`src/ftm_defs.svh`:
```
// Constants of the fan tachometer period monitor: offsets, fields,
// reset values and timing counts.
// Assumes a core clock of 250 MHz and an 8-bit register port.
`ifndef FTM_DEFS_SVH
`define FTM_DEFS_SVH

// ****************************************
// Register offsets
// ****************************************
`define FTM_OFS_SLOW_LIMIT 3'h0
`define FTM_OFS_SPEED 3'h1
`define FTM_OFS_CTRL_STATUS 3'h2
`define FTM_OFS_EVENT 3'h3
`define FTM_OFS_EVENT_MASK 3'h4

// ****************************************
// Control/status fields
// ****************************************
`define FTM_CS_READY 0
`define FTM_CS_OVER_LIMIT 1
`define FTM_CS_OVERFLOW 2
`define FTM_CS_IRQ_EN 3
`define FTM_CS_FILT_DIS 4
`define FTM_CS_CLKSEL_LO 5
`define FTM_CS_CLKSEL_HI 6

// ****************************************
// Event status fields
// ****************************************
`define FTM_EV_CAPTURE 0
`define FTM_EV_OVER_LIMIT 1
`define FTM_EV_OVERFLOW 2

// ****************************************
// Reset values
// ****************************************
`define FTM_RST_SLOW_LIMIT 8'hff
`define FTM_RST_SPEED 8'h00
`define FTM_RST_CLKSEL 2'h1
`define FTM_CNT_MAX 8'hff

// ****************************************
// Timing
// ****************************************
`define FTM_CORE_HZ 250000000
`define FTM_CNT_BASE_HZ 16000
`define FTM_FILT_HZ 32000
`define FTM_FILT_MIN_US 750
`define FTM_FILT_SAMPLES ((`FTM_FILT_MIN_US * `FTM_FILT_HZ + 999999) / 1000000)

`endif

```
`src/ftm_pkg.sv`:
```
// Types shared by the fan tachometer period monitor.
// Assumes ftm_defs.svh supplies all numeric constants.
package ftm_pkg;

    // ****************************************
    // Types
    // ****************************************
    typedef logic [2:0] ftm_addr_t;
    typedef logic [7:0] ftm_byte_t;

    typedef enum logic [1:0] {
        FTM_RATE_16K,
        FTM_RATE_8K,
        FTM_RATE_4K,
        FTM_RATE_2K
    } ftm_rate_t;

endpackage : ftm_pkg

```
`src/ftm_tach_monitor.sv`:
```
// Fan tachometer period monitor: interval counter, capture, limit
// compare, overflow, glitch filter, registers and interrupt.
// Assumes one 250 MHz clock, a synchronous active-low reset and a
// monitor enable driven by logic on the same clock.
//
// Summary of operation
// - Count 8-bit interval at selected rate.
// - Disabled: counter and speed held zero.
// - Later tach edges capture, zero, set ready.
// - Reading speed clears the ready flag.
// - Capture above limit sets over-limit flag.
// - Over-limit freezes speed until clear and read.
// - Counter past FFh: overflow, speed zeroed.
// - Overflow cleared by software, counting resumes.
// - Filter rejects pulses under 750 microseconds.
// - Control bit 4 bypasses the glitch filter.
// - Two-bit field selects counter rate.
// - Encoding 00=16k, 01=8k default, 10=4k, 11=2k.
// - Enable bit gates interrupt on either flag.
// - Writable slow limit, reset value FFh.
// - Writing one clears flag, zero leaves it.
// - Speed register read-only, writes ignored.
`include "ftm_defs.svh"

module ftm_tach_monitor #(
    parameter int unsigned CNT_BASE_DIV = `FTM_CORE_HZ / `FTM_CNT_BASE_HZ,
    parameter int unsigned FILT_DIV = `FTM_CORE_HZ / `FTM_FILT_HZ
) (
    input wire logic i_core_clk,
    input wire logic i_rst_b,
    input wire logic i_mon_enable,
    input wire logic i_tach_pulse_input,
    input wire ftm_pkg::ftm_addr_t i_addr,
    input wire ftm_pkg::ftm_byte_t i_wdata,
    input wire logic i_wr_stb,
    input wire logic i_rd_stb,
    output ftm_pkg::ftm_byte_t o_rdata,
    output logic o_irq
);
    import ftm_pkg::*;

    localparam logic [4:0] FILT_LAST = 5'(`FTM_FILT_SAMPLES - 1);

    // Rate masks on the base-tick prescaler.
    function automatic logic [2:0] rate_mask(input ftm_rate_t sel);
        logic [2:0] m;
        m = 3'h0;
        case (sel)
            FTM_RATE_16K: m = 3'h0;
            FTM_RATE_8K: m = 3'h1;
            FTM_RATE_4K: m = 3'h3;
            FTM_RATE_2K: m = 3'h7;
            default: m = 3'h0;
        endcase
        return m;
    endfunction : rate_mask

    // ****************************************
    // Declarations
    // ****************************************
    logic tach_meta_reg;
    logic tach_sync_reg;
    logic [13:0] base_div_reg;
    logic base_tick;
    logic [2:0] prescale_reg;
    logic cnt_tick;
    logic [12:0] filt_div_reg;
    logic filt_tick;
    logic [4:0] filt_cnt_reg;
    logic filt_out_reg;
    logic edge_src;
    logic edge_prev_reg;
    logic tach_rise;
    ftm_byte_t slow_limit_reg;
    ftm_byte_t speed_capture_reg;
    ftm_byte_t pulse_interval_count;
    ftm_rate_t clksel_reg;
    logic filt_dis_reg;
    logic irq_en_reg;
    logic overflow_reg;
    logic over_limit_reg;
    logic ready_reg;
    logic armed_reg;
    logic wait_read_reg;
    logic [2:0] event_reg;
    logic [2:0] event_mask_reg;
    logic wr_limit;
    logic wr_cs;
    logic wr_event;
    logic wr_mask;
    logic rd_speed;
    logic frozen;
    logic capture;
    logic count_run;
    logic overflow_set;
    logic over_limit_set;
    ftm_byte_t monitor_ctrl_status_reg;

    assign wr_limit = i_wr_stb && (i_addr == `FTM_OFS_SLOW_LIMIT);
    assign wr_cs = i_wr_stb && (i_addr == `FTM_OFS_CTRL_STATUS);
    assign wr_event = i_wr_stb && (i_addr == `FTM_OFS_EVENT);
    assign wr_mask = i_wr_stb && (i_addr == `FTM_OFS_EVENT_MASK);
    assign rd_speed = i_rd_stb && (i_addr == `FTM_OFS_SPEED);

    // ****************************************
    // Tach synchroniser
    // ****************************************
    always_ff @(posedge i_core_clk)
    begin
        if (!i_rst_b)
        begin
            tach_meta_reg <= 1'b0;
            tach_sync_reg <= 1'b0;
        end
        else
        begin
            tach_meta_reg <= i_tach_pulse_input;
            tach_sync_reg <= tach_meta_reg;
        end
    end

    // ****************************************
    // Counter clock generation
    // ****************************************
    assign base_tick = (base_div_reg == 14'(CNT_BASE_DIV - 1));
    assign cnt_tick = base_tick &&
        ((prescale_reg & rate_mask(clksel_reg)) == rate_mask(clksel_reg));

    always_ff @(posedge i_core_clk)
    begin
        if (!i_rst_b || !i_mon_enable)
        begin
            base_div_reg <= 14'h0;
            prescale_reg <= 3'h0;
        end
        else if (base_tick)
        begin
            base_div_reg <= 14'h0;
            prescale_reg <= prescale_reg + 3'h1;
        end
        else
        begin
            base_div_reg <= base_div_reg + 14'h1;
        end
    end

    // ****************************************
    // Glitch filter
    // ****************************************
    // The output follows the input only after it has held a new level
    // for the full run of consecutive filter samples.
    assign filt_tick = (filt_div_reg == 13'(FILT_DIV - 1));

    always_ff @(posedge i_core_clk)
    begin
        if (!i_rst_b)
        begin
            filt_div_reg <= 13'h0;
        end
        else if (filt_tick)
        begin
            filt_div_reg <= 13'h0;
        end
        else
        begin
            filt_div_reg <= filt_div_reg + 13'h1;
        end
    end

    always_ff @(posedge i_core_clk)
    begin
        if (!i_rst_b)
        begin
            filt_cnt_reg <= 5'h0;
            filt_out_reg <= 1'b0;
        end
        else if (filt_tick)
        begin
            if (tach_sync_reg == filt_out_reg)
            begin
                filt_cnt_reg <= 5'h0;
            end
            else if (filt_cnt_reg == FILT_LAST)
            begin
                filt_cnt_reg <= 5'h0;
                filt_out_reg <= tach_sync_reg;
            end
            else
            begin
                filt_cnt_reg <= filt_cnt_reg + 5'h1;
            end
        end
    end

    assign edge_src = filt_dis_reg ? tach_sync_reg : filt_out_reg;

    always_ff @(posedge i_core_clk)
    begin
        if (!i_rst_b)
        begin
            edge_prev_reg <= 1'b0;
        end
        else
        begin
            edge_prev_reg <= edge_src;
        end
    end

    assign tach_rise = edge_src && !edge_prev_reg;

    // ****************************************
    // Interval measurement
    // ****************************************
    assign frozen = over_limit_reg || wait_read_reg;
    assign count_run = i_mon_enable && !overflow_reg;
    assign capture = count_run && tach_rise && armed_reg && !frozen;
    assign overflow_set = count_run && !tach_rise && cnt_tick &&
        (pulse_interval_count == `FTM_CNT_MAX);
    assign over_limit_set = capture &&
        (pulse_interval_count > slow_limit_reg);

    always_ff @(posedge i_core_clk)
    begin
        if (!i_rst_b || !i_mon_enable)
        begin
            pulse_interval_count <= 8'h00;
            armed_reg <= 1'b0;
        end
        else if (count_run)
        begin
            if (tach_rise)
            begin
                pulse_interval_count <= 8'h00;
                armed_reg <= 1'b1;
            end
            else if (overflow_set)
            begin
                pulse_interval_count <= 8'h00;
                armed_reg <= 1'b0;
            end
            else if (cnt_tick)
            begin
                pulse_interval_count <= pulse_interval_count + 8'h01;
            end
        end
    end

    always_ff @(posedge i_core_clk)
    begin
        if (!i_rst_b || !i_mon_enable)
        begin
            speed_capture_reg <= `FTM_RST_SPEED;
        end
        else if (overflow_set)
        begin
            speed_capture_reg <= `FTM_RST_SPEED;
        end
        else if (capture)
        begin
            speed_capture_reg <= pulse_interval_count;
        end
    end

    // Capture set wins over a same-cycle read clear.
    always_ff @(posedge i_core_clk)
    begin
        if (!i_rst_b || !i_mon_enable)
        begin
            ready_reg <= 1'b0;
        end
        else if (capture)
        begin
            ready_reg <= 1'b1;
        end
        else if (overflow_set || rd_speed)
        begin
            ready_reg <= 1'b0;
        end
    end

    // ****************************************
    // Status flags
    // ****************************************
    always_ff @(posedge i_core_clk)
    begin
        if (!i_rst_b)
        begin
            over_limit_reg <= 1'b0;
            overflow_reg <= 1'b0;
        end
        else
        begin
            if (over_limit_set)
            begin
                over_limit_reg <= 1'b1;
            end
            else if (wr_cs && i_wdata[`FTM_CS_OVER_LIMIT])
            begin
                over_limit_reg <= 1'b0;
            end
            if (overflow_set)
            begin
                overflow_reg <= 1'b1;
            end
            else if (wr_cs && i_wdata[`FTM_CS_OVERFLOW])
            begin
                overflow_reg <= 1'b0;
            end
        end
    end

    // After the over-limit flag is cleared, the held reading must still
    // be read once before capturing resumes.
    always_ff @(posedge i_core_clk)
    begin
        if (!i_rst_b || !i_mon_enable)
        begin
            wait_read_reg <= 1'b0;
        end
        else if (over_limit_set)
        begin
            wait_read_reg <= 1'b1;
        end
        else if (rd_speed && !over_limit_reg)
        begin
            wait_read_reg <= 1'b0;
        end
    end

    // ****************************************
    // Software registers
    // ****************************************
    always_ff @(posedge i_core_clk)
    begin
        if (!i_rst_b)
        begin
            slow_limit_reg <= `FTM_RST_SLOW_LIMIT;
        end
        else if (wr_limit)
        begin
            slow_limit_reg <= i_wdata;
        end
    end

    always_ff @(posedge i_core_clk)
    begin
        if (!i_rst_b)
        begin
            clksel_reg <= ftm_rate_t'(`FTM_RST_CLKSEL);
            filt_dis_reg <= 1'b0;
            irq_en_reg <= 1'b0;
        end
        else if (wr_cs)
        begin
            clksel_reg <= ftm_rate_t'(
                i_wdata[`FTM_CS_CLKSEL_HI:`FTM_CS_CLKSEL_LO]);
            filt_dis_reg <= i_wdata[`FTM_CS_FILT_DIS];
            irq_en_reg <= i_wdata[`FTM_CS_IRQ_EN];
        end
    end

    assign monitor_ctrl_status_reg = {1'b0, clksel_reg, filt_dis_reg,
        irq_en_reg, overflow_reg, over_limit_reg, ready_reg};

    // ****************************************
    // Event status and mask
    // ****************************************
    always_ff @(posedge i_core_clk)
    begin
        if (!i_rst_b)
        begin
            event_reg <= 3'h0;
            event_mask_reg <= 3'h0;
        end
        else
        begin
            event_reg <= (event_reg & ~(wr_event ? i_wdata[2:0] : 3'h0)) |
                {overflow_set, over_limit_set, capture};
            if (wr_mask)
            begin
                event_mask_reg <= i_wdata[2:0];
            end
        end
    end

    // ****************************************
    // Read port and interrupt
    // ****************************************
    // Speed offset has no write decode, so writes there are dropped.
    always_ff @(posedge i_core_clk)
    begin
        if (!i_rst_b)
        begin
            o_rdata <= 8'h00;
        end
        else if (i_rd_stb)
        begin
            case (i_addr)
                `FTM_OFS_SLOW_LIMIT: o_rdata <= slow_limit_reg;
                `FTM_OFS_SPEED: o_rdata <= speed_capture_reg;
                `FTM_OFS_CTRL_STATUS: o_rdata <= monitor_ctrl_status_reg;
                `FTM_OFS_EVENT: o_rdata <= {5'h00, event_reg};
                `FTM_OFS_EVENT_MASK: o_rdata <= {5'h00, event_mask_reg};
                default: o_rdata <= 8'h00;
            endcase
        end
        else
        begin
            o_rdata <= 8'h00;
        end
    end

    always_ff @(posedge i_core_clk)
    begin
        if (!i_rst_b)
        begin
            o_irq <= 1'b0;
        end
        else
        begin
            o_irq <= (irq_en_reg && (over_limit_reg || overflow_reg)) ||
                (|(event_reg & event_mask_reg));
        end
    end

    // ****************************************
    // Assertions
    // ****************************************
    property p_disabled_zero;
        @(posedge i_core_clk) disable iff (!i_rst_b)
        !i_mon_enable |=> (pulse_interval_count == 8'h00) &&
            (speed_capture_reg == 8'h00);
    endproperty
    a_disabled_zero: assert property (p_disabled_zero)
        else $error("Counter or speed not zero while disabled.");

    property p_count_step;
        @(posedge i_core_clk) disable iff (!i_rst_b)
        (i_mon_enable && count_run && cnt_tick && !tach_rise &&
            pulse_interval_count != 8'hff) |=>
            pulse_interval_count == $past(pulse_interval_count) + 8'h01;
    endproperty
    a_count_step: assert property (p_count_step)
        else $error("Interval counter did not advance on a tick.");

    property p_capture;
        @(posedge i_core_clk) disable iff (!i_rst_b)
        (capture && i_mon_enable) |=>
            (speed_capture_reg == $past(pulse_interval_count)) &&
            (pulse_interval_count == 8'h00) && ready_reg;
    endproperty
    a_capture: assert property (p_capture)
        else $error("Capture did not load, zero and flag ready.");

    property p_read_clears;
        @(posedge i_core_clk) disable iff (!i_rst_b)
        (rd_speed && !capture) |=> !ready_reg;
    endproperty
    a_read_clears: assert property (p_read_clears)
        else $error("Speed read left ready set.");

    property p_over_limit;
        @(posedge i_core_clk) disable iff (!i_rst_b)
        (capture && pulse_interval_count > slow_limit_reg) |=>
            over_limit_reg ##1 (o_irq || !irq_en_reg);
    endproperty
    a_over_limit: assert property (p_over_limit)
        else $error("Capture above limit missed the flag.");

    property p_freeze;
        @(posedge i_core_clk) disable iff (!i_rst_b)
        (frozen && i_mon_enable && !overflow_set) |=>
            $stable(speed_capture_reg) || !i_mon_enable;
    endproperty
    a_freeze: assert property (p_freeze)
        else $error("Speed changed while frozen.");

    property p_overflow;
        @(posedge i_core_clk) disable iff (!i_rst_b)
        overflow_set |=> overflow_reg && (speed_capture_reg == 8'h00) &&
            !ready_reg;
    endproperty
    a_overflow: assert property (p_overflow)
        else $error("Overflow did not flag and clear speed.");

    property p_w1c_hold;
        @(posedge i_core_clk) disable iff (!i_rst_b)
        (overflow_reg && !(wr_cs && i_wdata[`FTM_CS_OVERFLOW])) |=>
            overflow_reg;
    endproperty
    a_w1c_hold: assert property (p_w1c_hold)
        else $error("Overflow cleared without a one written.");

    property p_irq;
        @(posedge i_core_clk) disable iff (!i_rst_b)
        (irq_en_reg && (over_limit_reg || overflow_reg)) |=> o_irq;
    endproperty
    a_irq: assert property (p_irq)
        else $error("Enabled flag did not raise the interrupt.");

    property p_bypass;
        @(posedge i_core_clk) disable iff (!i_rst_b)
        (filt_dis_reg && tach_sync_reg && !$past(tach_sync_reg)) |->
            tach_rise;
    endproperty
    a_bypass: assert property (p_bypass)
        else $error("Bypassed filter missed a raw rising edge.");

endmodule : ftm_tach_monitor

```
`config.mk`:
```
export PLATFORM = sky130hd
export DESIGN_NAME = ftm_tach_monitor
export DESIGN_NICKNAME = d
export VERILOG_FILES = /design/src/ftm_pkg.sv /design/src/ftm_tach_monitor.sv
export VERILOG_INCLUDE_DIRS = /design/src /design/src/src
export SDC_FILE = /design/constraint.sdc
export NUM_CORES = 1
export LEC_CHECK = 0
export ABC_AREA = 1
export ABC_CLOCK_PERIOD_IN_PS = 1500
export BUFFER_PORTS_ARGS = -buffer_cell sky130_fd_sc_hd__buf_2
export CAP_MARGIN = 20
export CORE_ASPECT_RATIO = 0.8
export CORE_MARGIN = 2
export CORE_UTILIZATION = 57
export CTS_BUF_LIST = sky130_fd_sc_hd__clkbuf_4 sky130_fd_sc_hd__clkbuf_8
export DETAILED_ROUTE_END_ITERATION = 8
export GPL_TIMING_DRIVEN = 0
export PLACE_DENSITY_LB_ADDON = 0.12
export RECOVER_POWER = 50
export REMOVE_ABC_BUFFERS = 1
export SYNTH_ARGS = -nofsm -noshare
export SYNTH_HDL_FRONTEND = slang
export SYNTH_SLANG_ARGS = --single-unit
```
`constraint.sdc`:
```
create_clock -name i_core_clk -period 1.5 [get_ports i_core_clk]
set_input_delay 0 -clock i_core_clk [delete_from_list [all_inputs] [get_ports i_core_clk]]
set_output_delay 0 -clock i_core_clk [all_outputs]
set_load 0.02 [all_outputs]
```
==> results of run 1 <==
-- report_power, final --
group / leakage, nW / switching [W] / internal (W) / total, W
clock network: 0.103 / 0.000875 / 0.000824 / 0.00170
registers: 0.712 / 0.0000233 / 0.00234 / 0.00236
logic: 1.20 / 0.000195 / 0.000119 / 0.000314
total: 2.01 / 0.00109 / 0.00328 / 0.00437
-- final cells by class --
class                   instances  area (um2)  share of cell area, %
well taps                      87       108.9                  2.088
repair buffers                 56       379.1                  7.271
multi-input cells             397        2405                  46.12
clock inverters                 6       68.82                  1.320
flip-flops and latches         87        1770                  33.96
inverters                      89       344.1                  6.599
clock buffers                  10       137.6                  2.640
-- layer usage --
metal  vias to the layer above  global-route usage (%)  routed length [um]
li1                       2007                       -                   -
met1                      1870                   32.56                4595
met2                       109                   43.11                4862
met3                        23                   5.309                 464
met4                         0                   11.78                 232
met5                         -                       0                   0
-- per-stage QoR --
stage                     total power, W  utilization (%)  cells  TNS, ns
final                           0.004374            74.56    732  -0.8634
after CTS                       0.004354            70.51    725  -0.8226
after floorplan                 0.002541                -    573   -1.320
after global placement          0.002623            62.23    685   -10.75
after global routing            0.004510            74.56    732   -3.406
after detailed placement        0.002629            62.23    685   -11.80
-- worst max path at each step --
stage | from | endpoint | cells past startpoint
2_1_floorplan | filt_div_reg[0]$_SDFF_PP0_ | filt_cnt_reg[2]$_SDFFE_PN0N_ | 9
3_3_place_gp | filt_div_reg[0]$_SDFF_PP0_ | filt_cnt_reg[2]$_SDFFE_PN0N_ | 9
3_5_place_dp | filt_div_reg[0]$_SDFF_PP0_ | filt_cnt_reg[3]$_SDFFE_PN0N_ | 9
4_1_cts | base_div_reg[1]$_SDFF_PP0_ | speed_capture_reg[6]$_SDFFE_PP0P_ | 9
5_1_grt | filt_div_reg[1]$_SDFF_PP0_ | filt_cnt_reg[2]$_SDFFE_PN0N_ | 8
6_report | filt_div_reg[0]$_SDFF_PP0_ | filt_div_reg[7]$_SDFF_PP0_ | 8
-- placed cells by master, fill, tap and decap left out, drive strengths merged, types with 4 or more instances in the layout --
cell	synthesis	routed
xor2	6	6
o21ai	25	25
inv	85	86
clkinv	4	6
nand3	26	26
clkbuf	3	24
a21oi	45	45
ha	14	14
nand3b	4	4
buf	6	31
nor2	67	67
or2	4	4
nor3	11	11
nand4	22	22
o22ai	4	4
dfxtp	87	87
nand2	145	145
a211oi	4	4
o211ai	8	8
dlygate4sd3	0	11
-- cells in the mapped netlist (4+ instances only) --
| cell | n |
|---|---|
| sky130_fd_sc_hd__nand2_1 | 139 |
| sky130_fd_sc_hd__dfxtp_1 | 87 |
| sky130_fd_sc_hd__inv_1 | 82 |
| sky130_fd_sc_hd__nor2_1 | 60 |
| sky130_fd_sc_hd__a21oi_1 | 44 |
| sky130_fd_sc_hd__nand3_1 | 25 |
| sky130_fd_sc_hd__o21ai_0 | 24 |
| sky130_fd_sc_hd__nand4_1 | 22 |
| sky130_fd_sc_hd__ha_1 | 14 |
| sky130_fd_sc_hd__nor3_1 | 10 |
| sky130_fd_sc_hd__o211ai_1 | 8 |
| sky130_fd_sc_hd__xor2_1 | 6 |
| sky130_fd_sc_hd__buf_2 | 5 |
| sky130_fd_sc_hd__a211oi_1 | 4 |
| sky130_fd_sc_hd__nand2_2 | 4 |
| sky130_fd_sc_hd__nand3b_1 | 4 |
| sky130_fd_sc_hd__nor2_2 | 4 |
| sky130_fd_sc_hd__o22ai_1 | 4 |
-- worst min-delay path, delay by kind of cell --
kind            cells  cell delay (ns)
compound gates      1             0.09
simple gates        1             0.17
buf+inv             1             0.10
-- kinds of logic after synthesis --
group | Yosys count | synth area share, %
and+or+nand+nor | 283 | 30.64
adders and majority gates | 14 | 4.202
DFF | 87 | 41.78
xor gates and xnor gates | 7 | 1.471
buffers and inverters | 98 | 9.273
AOI/OAI and AO/OA | 93 | 12.64
-- timing repair --
action | 4_1_cts | 5_1_grt
gates resized for setup | 51 | 76
pin swaps | 15 | 22
hold buffers | 11 | 0
endpoints found under the hold margin | 18 | 0
endpoints found under the setup margin | 47 | 58
buffers inserted | 12 | 7
gates cloned | 1 | 0
==> impl_summary.md, run 1 <==
Route
The first detailed-routing pass ran for 4 iterations. The post-route antenna net violation count is 0. The detailed router finished its first iteration with 199 violations. For this block, the via count after detailed routing is 4009. The total wire length is 10.16 mm.

Using the TritonRoute via totals, the vias-per-cell ratio works out to 5.477. The total DRC errors in the routed layout is 0. The average detailed-routed wire length per instance is 13.87 um.

Die
The effective utilization at floorplan is 59.62%. 26 I/O pins were placed. The floorplan step set the die width to 99.62 um. The floorplan die area is 0.008019 mm2.

The total core area is 0.006993 mm2. The height of the die is 80.50 um. In this run the core area contains 27 standard-cell rows.

Worst hold path
The destination of the worst hold path is event_mask_reg[2]$_SDFFE_PN0P_. The worst hold path passes through 3 cells. The min-delay analysis places its worst path in the category input pin to flip-flop.

The worst hold path begins at i_wr_stb.

Synthesis
The mean instance size in the synthesized netlist is 7.163 um2. The post-synthesis instance area is 0.004169 mm2. After synthesis, the largest area contributor takes up 41.78% of total cell area. The flop and latch count out of synthesis is 87. Counting flops with an async set or reset pin after synthesis yields a share of 0%. By area the synthesized netlist is led by sky130_fd_sc_hd__dfxtp_1 42%, sky130_fd_sc_hd__nand2_1 13%, sky130_fd_sc_hd__inv_1 7.4%, sky130_fd_sc_hd__nor2_1 5.4%, sky130_fd_sc_hd__a21oi_1 5.3%. The leading register cell type out of synthesis is sky130_fd_sc_hd__dfxtp_1. The Yosys warning count is 0. The cell taking the most area after synthesis is sky130_fd_sc_hd__dfxtp_1. Synthesis handed over a netlist of 582 instances. The number of synthesized flops with an enable pin is 0. The number of different library cells used by synthesis comes to 39. Of the synthesized area, sequential elements account for 41.78%.

Power and ir drop
For this design the ratio of total power to cell area is 839.0 mW/mm2. The leakage power figure is 2.013 nW. The maximum vdd drop is 0.5398 mV.

Timing
Static timing analysis puts the maximum clock frequency at 640.2 MHz. On the final layout, the worst hold slack is 0.03732 ns. Subtracting the final worst setup slack from the clock period gives 1.562 ns.

Setup violations remaining at the end of the flow were counted as 31. The final max-slew violation count is 0. The number of failing hold endpoints at the final stage is 0. Once routing completed, OpenROAD measured the worst setup slack at -0.06209 ns. Setup repair after global routing could not meet its margin everywhere. For the pin with the worst max-slew slack, the measured transition is 0.6638 ns. After layout, the worst path uses 104.1% of the clock period. The worst slew margin relative to its limit is 55.70%. The clock skew is 0.01009 ns.

GRT
The first global-routing pass estimated 16.58 mm of wire. Global routing used 25.92% of the available tracks across all layers. For this run the aggregate overflow at the end of global routing stands at 0. The largest net degree at the start of global routing is 27. The number of global-route vias before repair is 3663. The number of antenna violations at the first check in global routing is 0.

Worst setup path
The critical path class is flip-flop to flip-flop. The end of the worst register-to-register path is filt_div_reg[7]$_SDFF_PP0_. The reg-to-reg critical path startpoint is filt_div_reg[0]$_SDFF_PP0_. For flop-to-flop paths, the worst setup slack is -0.06 ns. The kind of cell with the highest combined delay on the critical path is simple AND/OR/NAND/NOR gates.

The worst endpoint required time is 1.75 ns. Among all stages on the critical path, the largest delay is contributed by sky130_fd_sc_hd__dfxtp_2. Counting cells, the worst reg-to-reg path comes to 8. STA classifies the critical path endpoint as a flip-flop.

The maximum fanout along the worst path is 5. The number of buffer and inverter instances along the worst setup path is 2. Walking the worst path, the cells encountered are ha_4 -> inv_2 -> or2_4 -> nor3_4 -> nand2_4 -> nand2_4 -> buf_6 -> nor3_2. The worst setup path is launched from a flip-flop. The largest incremental delay on the critical path is 0.36 ns. At the worst endpoint, the arrival time is 1.81 ns. In this design, the critical path's most frequently occurring cell is sky130_fd_sc_hd__nand2_4.

Clocking
The TritonCTS sink count is 87. The number of CTS-inserted buffers is 9. TritonCTS built the clock tree. For the worst-skew pair, the clock arrives at the later sink with an insertion delay of 0.36 ns.

The H-tree depth is 3. The maximum clock path buffer count is 2. Clock tree synthesis selected as its root buffer the cell sky130_fd_sc_hd__clkbuf_8.

The clock slew seen by the registers of the worst setup and hold paths is 0.09 ns.

Finish
The total of fill cells in the finished design is 556. The share of layout cells above drive strength 1 is 25.89%. The flip-flop count of the largest register, all copies and words added is 14. Once layout is done, the placed cells without fillers occupy 0.005214 mm2.

The post-synthesis to final-layout area growth is 25.06%. The antenna diode instance count is 0. After the last flow step, the layout net total stands at 671.

Placement
The wire-length estimate of the detail-placed layout is 6.622 mm. The quantity of I/O buffers inserted on ports is 25. The pre-CTS setup slack is -0.5440 ns.

Once placement finished, the instance area stood at 0.004352 mm2. Routability-driven placement finished with a final weighted congestion of 0.8730.

Status
The run finished, with violations left. The final reports fail on negative setup slack.

Flow run
The number of max-cap violations is 0.
Note: power is estimated with default switching activity, not from simulation.
==> inputs of run 2 (changes only) <==
Settings changed: CELL_PAD_IN_SITES_DETAIL_PLACEMENT set to 0, CELL_PAD_IN_SITES_GLOBAL_PLACEMENT set to 1, CORE_UTILIZATION 57 to 41.
==> run 2 against run 1 <==
The flow now finishes without violations; global-route usage down 6.4 points; worst setup slack better by 0.081 ns; fmax up 5.4%; clock power down 17%; critical path depth down 1; first-iteration DRC count down 15%; combinational power down 1%; critical path type unchanged; total power down 6.8%; cell count up 8.2%.
==> impl_summary.md, run 2 (synthesized netlist as in run 1, its figures left out) <==
Status
The flow ran to the end, and the final reports show no timing, DRC or antenna violations.

Power and ir drop
The fraction of power spent switching nets is 25.15%. The maximum vdd drop is 0.5249 mV. The total internal power is 0.003053 W. Of the total power, combinational logic draws 7.6%.

In this run the power density over the cells is 768.4 mW/mm2. Sequential cells account for 57.7% of the total power. The switching component of the power is 0.001026 W. The leakage power figure is 2.087 nW. Of the total power, the clock network draws 34.7%. The total power consumption of the routed design is 0.004079 W.

Flow run
The number of max-cap violations is 0.

GRT
Entering global routing, the biggest net connects 27 pins. The sum of overflow across all layers after global routing is 0. The number of global-route vias before repair came to 3517.

The number of antenna violations at the first check in global routing came to 0. The first-pass GRT wire length is 16.73 mm. The total global-route track usage is 19.56%.

Finish
The antenna diode instance count is 0. The finished cells cover 0.005308 mm2. The post-synthesis to final-layout area growth is 27.31%. Leaving out fill and tap cells, the most frequent cells in the layout are 127 x sky130_fd_sc_hd__nand2_1, 75 x sky130_fd_sc_hd__inv_1, 60 x sky130_fd_sc_hd__dfxtp_1.

For this run, the post-layout net count is 684. The flip-flop count of the largest register, all copies and words added is 14. The library cell used most frequently in the layout, excluding fill and tap cells, is sky130_fd_sc_hd__nand2_1.

The share of layout cells above drive strength 1 is 25.46%.

Clocking
The number of CTS-inserted buffers is 9. The maximum clock path buffer count is 2. Clock latency on the worst-skew pair, taken at its later pin, is 0.37 ns. The H-tree depth is 3.

The clock tree from TritonCTS is done. The clock slew seen by the registers of the worst setup and hold paths is 0.09 ns. The root buffer cell chosen for the clock tree is sky130_fd_sc_hd__clkbuf_8. The TritonCTS sink count is 87.

Route
For this block, the routed nets add up to 10.35 mm of wire. The post-route antenna net violation count is 0. The total DRC errors in the routed layout is 0. Summing over every cut layer, the via total after detailed routing is 3864. The average detailed-routed wire length per instance is 13.07 um. The via density per instance is 4.879. The total iterations of the first detailed-routing run is 4. The detailed router finished its first iteration with 169 violations.

Timing
The minimum period implied by the final worst setup slack is 1.481 ns. Hold is met by 0.007652 ns. The post-route fraction of the period consumed by the critical path is 98.77%. The clock skew is 0.009325 ns.

The final max-slew violation count is 0. The number of failing hold endpoints at the final stage is 0. The highest achievable clock rate is 675.0 MHz. The minimum setup slack in the final design is 0.01852 ns. The setup violation total in the final timing report is 0. For the pin with the worst max-slew slack, the measured transition is 0.6409 ns. The worst slew margin relative to its limit is 57.23%.

Setup repair after global routing could not meet its margin everywhere.

Worst setup path
Traced cell by cell, the critical path runs through ha_4 -> nand2_2 -> nor2_4 -> nand2_2 -> nand3b_1 -> buf_6 -> a21oi_2. The largest incremental delay on the critical path is 0.39 ns. The first element of the critical path is pulse_interval_count[0]$_SDFFE_PP0P_.

Counting cells, the worst reg-to-reg path comes to 7. The nature of the critical path endpoint is a flip-flop. The internal reg-to-reg setup slack is 0.02 ns. The maximum fanout along the worst path is 5.

The reg-to-reg critical path startpoint is pulse_interval_count[0]$_SDFFE_PP0P_. By instance count, the cell type seen most on the critical path is sky130_fd_sc_hd__nand2_2. In this run the critical register-to-register path is captured at overflow_reg$_SDFFE_PN0P_. The critical path class is flip-flop to flip-flop. The kind of launch point of the worst setup path is a flip-flop. The critical path ends at overflow_reg$_SDFFE_PN0P_. At the worst endpoint, the arrival time is 1.77 ns. The worst endpoint required time is 1.79 ns. The critical-path cell with the highest stage delay is sky130_fd_sc_hd__dfxtp_4.

Die
The floorplan step defined a core boundary enclosing 0.009769 mm2. For this configuration, the core starts out at a cell density of 42.67%. The floorplan step defined a die boundary enclosing 0.01100 mm2. The overall die width is 116.7 um. The number of rows created at floorplan is 32.

For this design the top-level I/O count stands at 26. The height of the die is 94.19 um.

Placement
The pre-CTS setup slack is -0.5667 ns. The total cell area at the placement stage is 0.004413 mm2. The final weighted congestion in routability-driven placement is 0.7975.

The quantity of I/O buffers inserted on ports is 25. The half-perimeter wire length after placement is 7.038 mm.

Worst hold path
The path type of the worst min-delay path is input pin to flip-flop.
[run 2: power by group through the flow]
stage	Clock (W)	Sequential, W	Combinational, W
after global routing	0.00155	0.00236	0.000348
after floorplan	0	0.00241	0.000126
after global placement	0	0.00241	0.000214
after CTS	0.00146	0.00236	0.000273
after detailed placement	0	0.00241	0.000218
final	0.00141	0.00235	0.000310
[run 2: area by class of cell]
cell class,count,area [um2]
clock buffer,10,131.4
clock inverter,4,25.02
fill,993,4462
inverter,89,341.6
multi-input combinational,397,2361
sequential,87,1788
tap,136,170.2
timing repair buffer,69,490.5
[run 2: what timing repair did]
| action | 4_1_cts | 5_1_grt |
|---|---|---|
| hold endpoints to repair | 21 | 0 |
| gates resized for setup | 38 | 86 |
| hold buffers | 13 | 0 |
| endpoints found under the setup margin | 50 | 49 |
| gates cloned | 0 | 1 |
| buffers inserted | 15 | 15 |
| pin swaps | 14 | 28 |
[run 2: worst max-delay path, delay by kind of cell (launching register included)]
kind / cells / cell delay (ns)
and+or+nand+nor: 4 / 0.56
AOI/OAI and AO/OA: 1 / 0.10
buffers and inverters: 1 / 0.21
DFF: 1 / 0.39
adders and majority gates: 1 / 0.14
[run 2: worst min-delay path by stage]
| stage | to | slack (ns) | start | cells after the start |
|---|---|---|---|---|
| 6_report | pulse_interval_count[2]$_SDFFE_PP0P_ | 0.008 | i_mon_enable | 3 |
| 3_3_place_gp | tach_meta_reg$_SDFF_PN0_ | 0.19 | i_tach_pulse_input | 3 |
| 3_5_place_dp | tach_meta_reg$_SDFF_PN0_ | 0.20 | i_tach_pulse_input | 3 |
| 2_1_floorplan | clksel_reg[0]$_SDFFE_PN1P_ | 0.08 | i_rst_b | 1 |
| 4_1_cts | pulse_interval_count[2]$_SDFFE_PP0P_ | 0.0008 | i_mon_enable | 3 |
| 5_1_grt | wait_read_reg$_SDFFE_PP0P_ | 0.02 | i_mon_enable | 3 |
[run 2: stage by stage]
step,cells,TNS [ns],util (%)
2_1_floorplan,573,-1.320,-
3_3_place_gp,734,-12.16,45.17
3_5_place_dp,734,-13.60,45.17
4_1_cts,776,-0.2021,50.26
5_1_grt,792,-0.9157,54.33
6_report,792,0,54.33
[run 2: metal layers]
layer	vias up	track usage, %	wire [um]
li1	2031	-	-
met1	1761	26.63	5159
met2	64	30.11	4679
met3	8	5.484	422
met4	0	5.784	91
met5	-	0	0
==> inputs of run 3 (changes only) <==
Settings changed: ABC_CLOCK_PERIOD_IN_PS 1500 to 1700, CORE_UTILIZATION 41 to 46.
Clock period 1.5 ns to 1.7 ns, I/O delays scaled along.
==> run 3 against run 2 <==
Die area shrank 10%; cell area shrank 7.9%; hold slack gained 0.016 ns; worst setup slack gained 0.077 ns; sequential share of layout area grew 2.2 points; first-iteration DRC count grew 12%; utilization grew 0.48 points; highest routed layer unchanged; critical path depth is the same; global-route usage shrank 0.36 points; register-to-register slack gained 0.08 ns; clock skew shrank 0.00070 ns; total power shrank 2.5%; critical endpoint unchanged.
==> impl_summary.md, run 3 (synthesized netlist as in run 1, its figures left out) <==
Worst setup path
The number of buffer and inverter instances along the worst setup path is 1. The internal reg-to-reg setup slack is 0.1 ns. The most critical setup path has its startpoint at pulse_interval_count[0]$_SDFFE_PP0P_. The maximum fanout along the worst path is 5. STA classifies the critical path startpoint as a flip-flop. The critical path data arrival time is 1.89 ns.

The startpoint identified for the worst register-to-register timing path is pulse_interval_count[0]$_SDFFE_PP0P_. The largest incremental delay on the critical path is 0.41 ns. The most used cell along the critical path is sky130_fd_sc_hd__nand2_1. Data on the critical path is required at its endpoint by 1.99 ns. The kind of cell with the highest combined delay on the critical path is simple AND/OR/NAND/NOR gates. The slowest stage of the critical path is the sky130_fd_sc_hd__dfxtp_1 cell. The worst setup path is captured at a flip-flop. The critical path goes through ha_1 -> nand2_1 -> nor2_2 -> nand2_1 -> nand3b_1 -> buf_4 -> a21oi_1.

The critical path class is flip-flop to flip-flop.

Timing
Setup repair after global routing left no endpoint under its margin. The total negative slack is 0 ns. The highest achievable clock rate is 623.4 MHz. The number of failing hold endpoints at the final stage is 0. For the finished layout, the period the worst path requires is 1.604 ns. The worst slew margin relative to its limit is 61.32%.

The final max-slew violation count was 0. The final critical path takes up 94.36% of the cycle. Clock skew on the completed layout was measured at 0.008628 ns. At the pin with the least slew margin, the transition time is 0.5780 ns. Setup violations remaining at the end of the flow were counted as 0.

Flow run
The number of max-cap violations is 0.

Clocking
The number of CTS-inserted buffers is 9. The TritonCTS sink count is 87. The clock tree from TritonCTS is done. The H-tree depth is 3. The tree is rooted in a sky130_fd_sc_hd__clkbuf_8. At the later pin of the worst-skew pair, clock insertion delay measures 0.37 ns. The clock slew seen by the registers of the worst setup and hold paths is 0.09 ns. The maximum clock path buffer count is 2.

Die
The height of the die is 89.15 um. The floorplan die area is 0.009845 mm2. The region available for standard cell placement spans 0.008921 mm2. For this design the top-level I/O count stands at 26. The effective utilization at floorplan is 46.73%. The die is 110.4 um wide. After floorplanning, the core was divided into 31 placement rows.

Finish
Of the cells placed in the final design, the portion with a size suffix greater than 1 is 13.52%. From synthesis to final layout, the design area changed by 17.29%. The flip-flop count of the largest register, all copies and words added is 14. The antenna diode instance count is 0. Leaving out fill and tap cells, the most frequent cells in the layout are 136 x sky130_fd_sc_hd__nand2_1, 80 x sky130_fd_sc_hd__inv_1, 79 x sky130_fd_sc_hd__dfxtp_1. Counting the fill cells in the layout gives 874.

Registers take 0.001754 mm2. Measured on the finished design, the core utilization comes to 54.81%. The multi-input combinational cells in the finished layout cover a total of 0.002118 mm2. After the last flow step, the layout net total stands at 662. The commonest non-fill, non-tap cell in the layout is sky130_fd_sc_hd__nand2_1.

Power and ir drop
In this run the power density over the cells is 813.0 mW/mm2. The worst-case IR drop observed on VDD is 0.4487 mV. The analysis attributes to cell leakage a power of 1.940 nW.

Route
In this run, the number of DRC markers left after iteration 0 of detailed routing was 190. The via count of the routed design is 3788. The total iterations of the first detailed-routing run is 5. Dividing the detail-routed via count by the number of cells gives 5.044.

In the final routed layout, each cell accounts on average for 12.70 um. The detail route stage leaves a number of antenna-violating nets equal to 0. The total DRC errors in the routed layout is 0.

The routed design has 9.534 mm of wire.

GRT
The first global-routing pass estimated 15.08 mm of wire. Entering global routing, the biggest net connects 27 pins. For this run the aggregate overflow at the end of global routing stands at 0. The number of global-route vias before repair is 3166. The total global-route track usage is 19.20%. The number of antenna violations at the first check in global routing came to 0.

Placement
Buffers placed on the I/O ports in this run total 25. The final weighted congestion in routability-driven placement is 0.7916. After legalization and detailed placement, the total HPWL measured 6.813 mm.

Worst hold path
The path type of the worst min-delay path is input pin to flip-flop. The critical hold path startpoint is i_mon_enable.

Status
The run finished with clean final reports.
==> run 3: per-layer routing <==
layer  track usage [%]  share of wire, %
met1             26.09                51
met5                 0                 0
met3             5.695               3.9
met4             4.773               1.0
met2             30.45                44
==> run 3: worst register-to-register path, cell delays in order, from the launching register on <==
cell and delay (ns):
sky130_fd_sc_hd__dfxtp_1 0.41, sky130_fd_sc_hd__ha_1 0.20, sky130_fd_sc_hd__nand2_1 0.08, sky130_fd_sc_hd__nor2_2 0.13, sky130_fd_sc_hd__nand2_1 0.08, sky130_fd_sc_hd__nand3b_1 0.31
sky130_fd_sc_hd__buf_4 0.23, sky130_fd_sc_hd__a21oi_1 0.11
==> run 3: area by class of cell <==
class,count,area share (%)
Multi-Input combinational cell,397,43.32
Inverter,89,6.858
Tap cell,115,2.943
Timing Repair Buffer,47,6.269
Clock buffer,11,3.096
Sequential cell,87,35.88
Clock inverter,5,1.638
==> run 3: final timing paths <==
kind,cells past startpoint,end
max,7,overflow_reg$_SDFFE_PN0P_
min,3,pulse_interval_count[4]$_SDFFE_PP0P_
max reg2reg,7,overflow_reg$_SDFFE_PN0P_
min reg2reg,2,tach_sync_reg$_SDFF_PN0_
==> run 3: what timing repair did <==
action,4_1_cts,5_1_grt
endpoints found under the hold margin,20,0
pin swaps,3,10
gates cloned,0,0
setup buffers,5,4
endpoints found under the setup margin,31,47
gates resized for setup,4,27
hold buffers,13,0
==> run 3: stage by stage <==
| step | std cells | area (um2) | hold slack, ns | total power (W) | setup WS, ns |
|---|---|---|---|---|---|
| 2_1_floorplan | 573 | 4118 | 0.08415 | 0.002242 | -0.007477 |
| 3_3_place_gp | 713 | 4387 | 0.1916 | 0.002320 | -0.3780 |
| 3_5_place_dp | 713 | 4387 | 0.1882 | 0.002322 | -0.3418 |
| 4_1_cts | 747 | 4801 | 0.007575 | 0.004014 | 0.009323 |
| 5_1_grt | 751 | 4890 | 0.02813 | 0.004132 | 0.002224 |
| 6_report | 751 | 4890 | 0.02357 | 0.003975 | 0.09596 |
==> run 3: report_power, final <==
part           internal [W]  total (W)  switching, W
Combinational     0.0000827   0.000225      0.000142
Clock              0.000905    0.00166      0.000759
Sequential          0.00206    0.00209     0.0000216
